## src/verilog/sync_out_consts.vh

```
`ifndef SYNC_OUT_CONSTS_VH
`define SYNC_OUT_CONSTS_VH

// register indexes, byte address is four times the index
`define IDX_ENTRY_COUNT 6'h00
`define IDX_MODE 6'h01
`define IDX_CYCLE 6'h02
`define IDX_SHIFT 6'h03
`define IDX_CAPS 6'h04
`define IDX_MIN_CYCLE 6'h05
`define IDX_CALC_COPY 6'h06
`define IDX_COMMAND 6'h08
`define IDX_DELAY 6'h09
`define IDX_MISSED 6'h0B
`define IDX_OVERRUN 6'h0C
`define IDX_SHORT 6'h0D
`define IDX_LATE_FLAG 6'h20

// reset and fixed values
`define ENTRY_COUNT_VAL 8'h20
`define MODE_RESET 16'h0000
`define CYCLE_RESET 32'h0003D090
`define CAPS_VAL 16'hC007
`define MIN_CYCLE_RESET 32'h00004E20
`define COMMAND_RESET 16'h0000

// synchronization modes
`define MODE_FREE_RUN 16'h0000
`define MODE_SM_EVENT 16'h0001
`define MODE_SYNC0 16'h0002
`define MODE_SYNC1 16'h0003

// command values
`define CMD_START 16'h0001

// clock period in ns at 100 MHz
`define CLK_PERIOD_NS 32'h0000000A

// bus responses
`define RESP_OKAY 2'h0
`define RESP_SLVERR 2'h2

`endif

```

## src/verilog/output_sync_parameters.v

```verilog
// Overview of operation
// - entry count register reads thirty-two, the highest sub-entry held.
// - mode 0 free run, 1 sm event, 2 sync0, 3 sync1; reset free run.
// - free run: cycle time in ns sets local timer period; resets 250000.
// - sm event mode: cycle time holds the master cycle period.
// - distributed-clock modes: cycle time equals the sync0/sync1 period.
// - read-only shift time: sync0 to outputs driven, ns, dc only, resets zero.
// - capability bit0 free run, bit1 sm event, bits 2-3 = 01 dc.
// - capability bits 4-5 = 00 no sync1 shift, bit 14 dynamic times.
// - read-only minimum cycle time in ns, defaults to 20000.
// - read-only calc-and-copy: minimum sync0-to-sync1 interval, ns, dc only.
// - command 1 starts local cycle measurement, 0 stops; resets zero.
// - measuring updates output and input timing values with largest values seen.
// - starting a new measurement clears previously captured maxima first.
// - read-only delay time: sync1 to outputs driven, ns, dc only.
// - 16-bit count of missed sm events while operational in dc mode.
// - 16-bit count of late-finishing or too-early cycles while operational.
// - 16-bit count of sync0-to-sync1 intervals shorter than required, dc mode.
// - error flag set when last dc cycle drove outputs too late, else cleared.
`include "sync_out_consts.vh"
module output_sync_parameters (
   input wire mclk,
   input wire rst_b,
   input wire [7:0] s_axi_awaddr,
   input wire s_axi_awvalid,
   output wire s_axi_awready,
   input wire [31:0] s_axi_wdata,
   input wire [3:0] s_axi_wstrb,
   input wire s_axi_wvalid,
   output wire s_axi_wready,
   output reg [1:0] s_axi_bresp,
   output reg s_axi_bvalid,
   input wire s_axi_bready,
   input wire [7:0] s_axi_araddr,
   input wire s_axi_arvalid,
   output wire s_axi_arready,
   output reg [31:0] s_axi_rdata,
   output reg [1:0] s_axi_rresp,
   output reg s_axi_rvalid,
   input wire s_axi_rready,
   input wire sync0_pin,
   input wire sync1_pin,
   input wire sm_event,
   input wire operational,
   input wire out_busy,
   input wire copy_done,
   input wire input_sample,
   input wire input_ready,
   output reg output_strobe,
   output reg measuring,
   output reg [31:0] input_shift_ns,
   output reg [31:0] input_calc_copy_ns,
   output reg [31:0] input_delay_ns
);

   // saturating step for the diagnostic counters
   function [15:0] sat_inc;
      input [15:0] v;
      begin
         sat_inc = (v == 16'hFFFF) ? v : v + 16'h0001;
      end
   endfunction
   function [31:0] max32;
      input [31:0] a;
      input [31:0] b;
      begin
         max32 = (a > b) ? a : b;
      end
   endfunction

   // byte-lane merge of a write into a stored word
   function [31:0] merge;
      input [31:0] old;
      input [31:0] data;
      input [3:0] strb;
      integer i;
      begin
         merge = old;
         for (i = 0; i < 4; i = i + 1) begin
            if (strb[i]) begin
               merge[i*8 +: 8] = data[i*8 +: 8];
            end
         end
      end
   endfunction

   reg [15:0] mode;
   reg [31:0] cycle_ns;
   reg [31:0] shift_ns;
   reg [31:0] min_cycle_ns;
   reg [31:0] calc_copy_ns;
   reg [15:0] command;
   reg [31:0] delay_ns;
   reg [15:0] missed_cnt;
   reg [15:0] overrun_cnt;
   reg [15:0] short_cnt;
   reg late_flag;
   reg aw_held;
   reg w_held;
   reg [7:0] aw_addr;
   reg [31:0] w_data;
   reg [3:0] w_strb;
   reg [2:0] s0_sync;
   reg [2:0] s1_sync;
   reg [31:0] now_ns;
   reg [31:0] ts_sync0;
   reg [31:0] ts_sync1;
   reg [31:0] ts_strobe;
   reg [31:0] ts_sample;
   reg [31:0] timer_ns;
   reg sm_seen;
   reg copy_seen;
   reg sync0_seen;
   reg strobe_seen;
   reg busy_d;
   // write channel: address and data taken in either order
   assign s_axi_awready = ~aw_held & ~s_axi_bvalid;
   assign s_axi_wready = ~w_held & ~s_axi_bvalid;
   assign s_axi_arready = ~s_axi_rvalid;
   wire aw_take = s_axi_awvalid & s_axi_awready;
   wire w_take = s_axi_wvalid & s_axi_wready;
   wire wr_go = aw_held & w_held;
   wire [5:0] wr_idx = aw_addr[7:2];
   wire [31:0] mode_new = merge({16'h0000, mode}, w_data, w_strb);
   wire [31:0] cmd_new = merge({16'h0000, command}, w_data, w_strb);
   wire wr_cmd = wr_go & (wr_idx == `IDX_COMMAND);
   // a new run starts only on the 0 to 1 transition, so rewriting 1 keeps maxima
   wire start_meas = wr_cmd & (cmd_new[15:0] == `CMD_START) & ~measuring;
   // sync pins are asynchronous: two flops, the third only feeds the edge detect
   wire sync0_rise = s0_sync[1] & ~s0_sync[2];
   wire sync1_rise = s1_sync[1] & ~s1_sync[2];
   wire dc_mode = (mode == `MODE_SYNC0) | (mode == `MODE_SYNC1);
   wire [32:0] timer_next = {1'b0, timer_ns} + {1'b0, `CLK_PERIOD_NS};
   wire timer_hit = (mode == `MODE_FREE_RUN) & (timer_next >= {1'b0, cycle_ns});
   wire busy_fall = busy_d & ~out_busy;
   wire [31:0] since_sync0 = now_ns - ts_sync0;
   wire [31:0] since_sync1 = now_ns - ts_sync1;
   wire [31:0] since_strobe = now_ns - ts_strobe;
   // output timing source per mode
   reg trig;
   always @* begin
      case (mode)
         `MODE_FREE_RUN: trig = timer_hit;
         `MODE_SM_EVENT: trig = sm_event;
         `MODE_SYNC0: trig = sync0_rise;
         `MODE_SYNC1: trig = sync1_rise;
         default: trig = 1'b0;
      endcase
   end

   wire early = strobe_seen & (since_strobe < min_cycle_ns);
   wire overrun_ev = operational & trig & (out_busy | early);
   wire missed_ev = operational & dc_mode & trig & ~sm_seen & ~sm_event;
   wire short_ev = dc_mode & sync1_rise & sync0_seen & (since_sync0 < calc_copy_ns);
   // bus handshake state and write capture
   always @(posedge mclk) begin
      if (!rst_b) begin
         aw_held <= 1'b0;
         w_held <= 1'b0;
         aw_addr <= 8'h00;
         w_data <= 32'h00000000;
         w_strb <= 4'h0;
         s_axi_bvalid <= 1'b0;
         s_axi_bresp <= `RESP_OKAY;
      end else begin
         if (aw_take) begin
            aw_held <= 1'b1;
            aw_addr <= s_axi_awaddr;
         end
         if (w_take) begin
            w_held <= 1'b1;
            w_data <= s_axi_wdata;
            w_strb <= s_axi_wstrb;
         end
         if (wr_go) begin
            aw_held <= 1'b0;
            w_held <= 1'b0;
            s_axi_bvalid <= 1'b1;
            s_axi_bresp <= (read_ok(wr_idx)) ? `RESP_OKAY : `RESP_SLVERR;
         end else if (s_axi_bvalid & s_axi_bready) begin
            s_axi_bvalid <= 1'b0;
         end
      end
   end

   // which indexes are mapped; writes to read-only ones are ignored
   function read_ok;
      input [5:0] idx;
      begin
         case (idx)
            `IDX_ENTRY_COUNT, `IDX_MODE, `IDX_CYCLE, `IDX_SHIFT, `IDX_CAPS,
            `IDX_MIN_CYCLE, `IDX_CALC_COPY, `IDX_COMMAND, `IDX_DELAY,
            `IDX_MISSED, `IDX_OVERRUN, `IDX_SHORT, `IDX_LATE_FLAG: read_ok = 1'b1;
            default: read_ok = 1'b0;
         endcase
      end
   endfunction
   // read mux, narrower registers sit in the low bits
   reg [31:0] rd_val;
   always @* begin
      case (s_axi_araddr[7:2])
         `IDX_ENTRY_COUNT: rd_val = {24'h000000, `ENTRY_COUNT_VAL};
         `IDX_MODE: rd_val = {16'h0000, mode};
         `IDX_CYCLE: rd_val = cycle_ns;
         `IDX_SHIFT: rd_val = shift_ns;
         `IDX_CAPS: rd_val = {16'h0000, `CAPS_VAL};
         `IDX_MIN_CYCLE: rd_val = min_cycle_ns;
         `IDX_CALC_COPY: rd_val = calc_copy_ns;
         `IDX_COMMAND: rd_val = {16'h0000, command};
         `IDX_DELAY: rd_val = delay_ns;
         `IDX_MISSED: rd_val = {16'h0000, missed_cnt};
         `IDX_OVERRUN: rd_val = {16'h0000, overrun_cnt};
         `IDX_SHORT: rd_val = {16'h0000, short_cnt};
         `IDX_LATE_FLAG: rd_val = {31'h00000000, late_flag};
         default: rd_val = 32'h00000000;
      endcase
   end

   // read channel answers one cycle after the address is taken
   always @(posedge mclk) begin
      if (!rst_b) begin
         s_axi_rvalid <= 1'b0;
         s_axi_rdata <= 32'h00000000;
         s_axi_rresp <= `RESP_OKAY;
      end else if (s_axi_arvalid & s_axi_arready) begin
         s_axi_rvalid <= 1'b1;
         s_axi_rdata <= rd_val;
         s_axi_rresp <= read_ok(s_axi_araddr[7:2]) ? `RESP_OKAY : `RESP_SLVERR;
      end else if (s_axi_rready) begin
         s_axi_rvalid <= 1'b0;
      end
   end

   // writable configuration; undefined mode codes are dropped so timing stays sane
   always @(posedge mclk) begin
      if (!rst_b) begin
         mode <= `MODE_RESET;
         cycle_ns <= `CYCLE_RESET;
         command <= `COMMAND_RESET;
         measuring <= 1'b0;
      end else if (wr_go) begin
         if (wr_idx == `IDX_MODE && mode_new[15:0] <= `MODE_SYNC1) begin
            mode <= mode_new[15:0];
         end
         if (wr_idx == `IDX_CYCLE) begin
            cycle_ns <= merge(cycle_ns, w_data, w_strb);
         end
         if (wr_cmd) begin
            command <= cmd_new[15:0];
            measuring <= (cmd_new[15:0] == `CMD_START);
         end
      end
   end

   // time base, pin synchronisers, local timer and the output strobe
   always @(posedge mclk) begin
      if (!rst_b) begin
         s0_sync <= 3'h0;
         s1_sync <= 3'h0;
         now_ns <= 32'h00000000;
         timer_ns <= 32'h00000000;
         output_strobe <= 1'b0;
         busy_d <= 1'b0;
         ts_sync0 <= 32'h00000000;
         ts_sync1 <= 32'h00000000;
         ts_strobe <= 32'h00000000;
         ts_sample <= 32'h00000000;
         strobe_seen <= 1'b0;
         sync0_seen <= 1'b0;
      end else begin
         s0_sync <= {s0_sync[1:0], sync0_pin};
         s1_sync <= {s1_sync[1:0], sync1_pin};
         now_ns <= now_ns + `CLK_PERIOD_NS;
         busy_d <= out_busy;
         output_strobe <= trig;
         // timer only runs in free run so a mode change restarts a full period
         if (mode != `MODE_FREE_RUN || timer_hit) begin
            timer_ns <= 32'h00000000;
         end else begin
            timer_ns <= timer_next[31:0];
         end
         if (sync0_rise) begin
            ts_sync0 <= now_ns;
            sync0_seen <= 1'b1;
         end
         if (sync1_rise) begin
            ts_sync1 <= now_ns;
         end
         if (trig) begin
            ts_strobe <= now_ns;
            strobe_seen <= 1'b1;
         end
         if (input_sample) begin
            ts_sample <= now_ns;
         end
      end
   end

   // measured maxima; a start clears them before any new sample lands
   always @(posedge mclk) begin
      if (!rst_b) begin
         shift_ns <= 32'h00000000;
         min_cycle_ns <= `MIN_CYCLE_RESET;
         calc_copy_ns <= 32'h00000000;
         delay_ns <= 32'h00000000;
         input_shift_ns <= 32'h00000000;
         input_calc_copy_ns <= 32'h00000000;
         input_delay_ns <= 32'h00000000;
      end else if (start_meas) begin
         shift_ns <= 32'h00000000;
         min_cycle_ns <= 32'h00000000;
         calc_copy_ns <= 32'h00000000;
         delay_ns <= 32'h00000000;
         input_shift_ns <= 32'h00000000;
         input_calc_copy_ns <= 32'h00000000;
         input_delay_ns <= 32'h00000000;
      end else if (measuring) begin
         if (output_strobe & dc_mode) begin
            shift_ns <= max32(shift_ns, since_sync0 - `CLK_PERIOD_NS);
            delay_ns <= max32(delay_ns, since_sync1 - `CLK_PERIOD_NS);
         end
         if (copy_done & dc_mode) begin
            calc_copy_ns <= max32(calc_copy_ns, since_sync0);
         end
         if (busy_fall) begin
            min_cycle_ns <= max32(min_cycle_ns, since_strobe);
         end
         if (input_sample & dc_mode) begin
            input_shift_ns <= max32(input_shift_ns, since_sync0);
            input_delay_ns <= max32(input_delay_ns, since_sync1);
         end
         if (input_ready) begin
            input_calc_copy_ns <= max32(input_calc_copy_ns, now_ns - ts_sample);
         end
      end
   end

   // diagnostics; an event in the clearing cycle still counts as seen
   always @(posedge mclk) begin
      if (!rst_b) begin
         missed_cnt <= 16'h0000;
         overrun_cnt <= 16'h0000;
         short_cnt <= 16'h0000;
         late_flag <= 1'b0;
         sm_seen <= 1'b0;
         copy_seen <= 1'b0;
      end else begin
         sm_seen <= sm_event | (sm_seen & ~trig);
         copy_seen <= copy_done | (copy_seen & ~trig);
         if (missed_ev) begin
            missed_cnt <= sat_inc(missed_cnt);
         end
         if (overrun_ev) begin
            overrun_cnt <= sat_inc(overrun_cnt);
         end
         if (short_ev) begin
            short_cnt <= sat_inc(short_cnt);
         end
         if (!dc_mode) begin
            late_flag <= 1'b0;
         end else if (trig) begin
            late_flag <= ~(copy_seen | copy_done);
         end
      end
   end

endmodule

```

## config.mk

```make
export PLATFORM = sky130hd
export DESIGN_NAME = output_sync_parameters
export DESIGN_NICKNAME = d
export VERILOG_FILES = /design/src/verilog/output_sync_parameters.v
export VERILOG_INCLUDE_DIRS = /design/src /design/src/verilog
export SDC_FILE = /design/constraint.sdc
export NUM_CORES = 2
export LEC_CHECK = 0
export BUFFER_PORTS_ARGS = -buffer_cell sky130_fd_sc_hd__buf_2
export CORE_MARGIN = 1
export CORE_UTILIZATION = 50
export DETAILED_ROUTE_END_ITERATION = 10
export GPL_ROUTABILITY_DRIVEN = 0
export PLACE_DENSITY = 0.79
export SETUP_SLACK_MARGIN = 0.1
export SLEW_MARGIN = 5
export SYNTH_ARGS = -nofsm -noshare
export SYNTH_HDL_FRONTEND = slang
export SYNTH_SLANG_ARGS = --single-unit
```

## constraint.sdc

```tcl
create_clock -name mclk -period 9.2 [get_ports mclk]
set_clock_uncertainty 0.1 [all_clocks]
set_input_delay 1.38 -clock mclk [delete_from_list [all_inputs] [get_ports mclk]]
set_output_delay 1.38 -clock mclk [all_outputs]
set_load 0.005 [all_outputs]
```

==> impl_metrics.csv <==
group,metric,value,unit
setup_path,cpPeakStageDelay,950,ps
timing,fmax,130.1,MHz
power_and_ir_drop,seqPwrFrac,0.372,
yosys,synth_enable_flop_cells,0,
final_layout,final_cell_area,41870,µm²
clock_tree,ctsHoldBuffers,0,
min_path,holdPathStages,1,
route,vias_per_cell,5.966,
final_layout,diodes,0,
power_and_ir_drop,power.total,7.243,mW
clock_tree,cts-buffers-inserted,68,
timing,rsz0062_at_grt,"false",
die,start_util,0.5061,
final_layout,nets,5153,
setup_path,worstPathCellList,"inv_1 > ha_1 > fa_1 > nor2b_1 > o31ai_2 > a21oi_2 > a2111oi_0 > nor4bb_1 > nor3_1 > nand3b_1 > nand2b_1 > nor4_1 > xnor2_1 > ha_1 > a21o_1 > a21o_1 > a21oi_1 > nor2_1 > a2111oi_0 > o211ai_1 > a21oi_4 > buf_4 > nor2_1 > a211oi_1",
setup_path,critPathKind,"reg2reg",
route,drt-initial-drc-count,3457,
die,die_height,276.5,µm
status,run_status,"completed",
route,post-route-drc-count,0,
run,max_cap_violations,0,
setup_path,start_kind,"flop",
yosys,yosysSeqAreaShare,0.3241,
die,io_pins,206,
setup_path,cp_max_fo,20,
power_and_ir_drop,p_int,4.954,mW
global_routing,grt_pass1_vias,32270,
power_and_ir_drop,p_comb_frac,0.225,
timing,fin_crit,7686,ps
power_and_ir_drop,swShare,0.3161,
yosys,netlist.area_leader.share,0.3241,
route,drt-total-wl,110.5,mm
yosys,synth_top_family_by_area,"simple AND/OR/NAND/NOR gates",
clock_tree,cts_tree,"done",
placed_design,dp_cells,5618,
timing,finalSetupViolCount,0,
yosys,synth_compound_area_frac,0.1830,
placed_design,dpl_worst_slack,1697,ps
setup_path,crit_path_end_kind,"flop",
yosys,synth-async-reset-ratio,0,
yosys,synth_mux_area_frac,0.04553,
yosys,syn_inst,4617,
yosys,yosys.area_share.simple,0.2085,
clock_tree,cts_setup_buffers,0,
final_layout,area_growth,11.12,%
clock_tree,clockBufferDepth,3,
die,die-area,76460,µm²
global_routing,grt_util_all_layers,0.2840,
clock_tree,clkTransAtPathRegs,60,ps
final_layout,drive_gt1_frac,0.1004,
yosys,yosys.area.top_type,"dfxtp_1",
clock_tree,clk_latency,660,ps
die,die-width,276.5,µm
timing,setup_ws,1514,ps
global_routing,grt_pass1_wl,174.6,mm
route,vias,34250,
timing,drv_slew,0,
global_routing,antenna_found_initial,1,
final_layout,nFillCells,6508,
power_and_ir_drop,p_leak,17.85,nW
power_and_ir_drop,p_per_area,173.0,nW/µm²
final_layout,instances_no_fill,5741,
clock_tree,cts.sinks,610,
global_routing,overflow,0,
yosys,ys.flop_type,"dfxtp_1",
yosys,syn_avg_cell_area,8.161,µm²
yosys,yosys_warnings,0,
timing,finalHoldViolCount,0,
clock_tree,postCtsResizedCells,0,
setup_path,rr_worst_depth,24,
timing,slew_headroom,0.1651,
yosys,synthAdderAreaFrac,0.1240,
clock_tree,root_buffer,"clkbuf_16",
final_layout,final-seq-area,12210,µm²
route,ant_nets,0,
setup_path,slowest_stage,"nor4bb_1",
placed_design,io_buffers,196,
yosys,syn_area,37680,µm²
placed_design,hpwl,83.09,mm
timing,tightest_slew,1221,ps
yosys,netlist_top_cells_area,"dfxtp_1 (32%), ha_1 (12%), a21oi_1 (5.6%)",
power_and_ir_drop,irDropWorstVdd,0.0001537,V
die,std_cell_rows,100,
power_and_ir_drop,power.net_switching,2.289,mW
die,fp.coreArea,74450,µm²
placed_design,post_dp_cell_area,39470,µm²
timing,finalSetupTns,0,ps
setup_path,crit_required,9650,ps
global_routing,grt_max_degree,97,
power_and_ir_drop,clock_power_share,0.403,
timing,finalCritPeriodShare,0.8355,
setup_path,cp_data_arrival_time,8130,ps
min_path,hp-class,"reg2reg",
route,wire_per_inst,19.25,µm
route,drtPass1Iterations,7,
yosys,synth_xor_area_frac,0.06233,
yosys,synth_seq_cells,610,
final_layout,multi_input_area,23610,µm²
clock_tree,htree_levels,3,
yosys,ys_types,104,
## layer usage
| metal | GRT usage | part of all wire | up-vias |
|---|---|---|---|
| met4 | 0.1447 | 0.049 | 0 |
| li1 | - | - | 16450 |
| met5 | 0 | 0 | - |
| met3 | 0.04969 | 0.085 | 281 |
| met1 | 0.3676 | 0.42 | 16160 |
| met2 | 0.4533 | 0.45 | 1355 |
## cell families (layout without fill, tap and decap cells)
family | Yosys count | in the layout
xor+xnor | 263 | 263
fa+ha+maj | 372 | 372
buf+inv | 501 | 652
simple gates | 1642 | 1642
mux | 168 | 168
compound gates | 1060 | 1060
flops | 610 | 610
other cells | 1 | 5
## worst paths after layout
kind,start,end,slack (ps)
max,now_ns[1],delay_ns[21],1510
min,s1_sync[0],s1_sync[1],330
max reg2reg,now_ns[1],delay_ns[21],1510
min reg2reg,s1_sync[0],s1_sync[1],330
## per-stage QoR
step	util	hold slack [ps]
6_report	0.5624	330.9
5_1_grt	0.5624	357.5
4_1_cts	0.5624	332.1
3_5_place_dp	0.5302	318.6
3_3_place_gp	0.5302	318.8
2_1_floorplan	-	311.9
## area by class of cell
class | instances | area share
timing repair buffer | 250 | 0.03311
sequential | 610 | 0.2916
inverter | 279 | 0.02519
clock inverter | 38 | 0.01252
tap | 969 | 0.02896
clock buffer | 85 | 0.04479
multi-input combinational | 3510 | 0.5638
## flip-flops by register name, indices dropped and copies added, names as in the netlist, 6 cells and up, named ones only
name and flops:
w_data 32, ts_sync0 31, timer_ns 31, input_calc_copy_ns 31, command 16, ts_sync1 31, input_delay_ns 31, s_axi_rdata 32
input_shift_ns 31, ts_strobe 31, mode 16, missed_cnt 16, short_cnt 16, overrun_cnt 16, cycle_ns 32, calc_copy_ns 31
aw_addr 6, ts_sample 31, delay_ns 31, min_cycle_ns 31, shift_ns 31, now_ns 31
## layout by cell type (no fill, tap or decap), types with 27 or more instances in the layout
master and n:
nor3_1 42, nor2_1 524, a21oi_1 415, nand3_1 145, clkbuf_16 68, nor2b_1 89
mux2i_1 141, o21a_1 57, buf_2 196, buf_4 54, xnor2_1 150, a21o_1 97
nand2_1 422, a31oi_1 42, xor2_1 110, and2_1 88, ha_1 363, mux2_2 27
nand2b_1 39, o21ai_0 115, nand4_1 88, and3_1 51, nor4_1 29, a22oi_1 48
inv_1 277, dfxtp_1 610, a211oi_1 75
## Yosys cell counts, types with 27 or more instances
| cell | instances |
|---|---|
| a211oi_1 | 75 |
| a21o_1 | 97 |
| a21oi_1 | 418 |
| a22oi_1 | 48 |
| a31oi_1 | 42 |
| and2_1 | 89 |
| and3_1 | 51 |
| clkbuf_1 | 184 |
| dfxtp_1 | 610 |
| ha_1 | 363 |
| inv_1 | 278 |
| mux2_2 | 27 |
| mux2i_1 | 141 |
| nand2_1 | 423 |
| nand2b_1 | 39 |
| nand3_1 | 146 |
| nand4_1 | 88 |
| nor2_1 | 524 |
| nor2b_1 | 91 |
| nor3_1 | 43 |
| nor4_1 | 30 |
| o21a_1 | 57 |
| o21ai_0 | 115 |
| xnor2_1 | 150 |
| xor2_1 | 110 |
## worst max-delay path, delay by kind of cell, from the launching register on
family	cells	cell delay, ps
compound gates	10	2800
xor+xnor	1	250
fa+ha+maj	3	1040
buf+inv	2	660
flops	1	610
simple gates	8	2120
## power groups by stage
stage	logic, mW	registers [mW]	clock network, mW
6_report	1.63	2.70	2.92
3_3_place_gp	1.55	2.75	0
4_1_cts	1.60	2.69	2.94
5_1_grt	1.79	2.70	3.04
3_5_place_dp	1.59	2.75	0
2_1_floorplan	1.18	2.74	0
No activity file was read; power rests on OpenSTA's default activity.
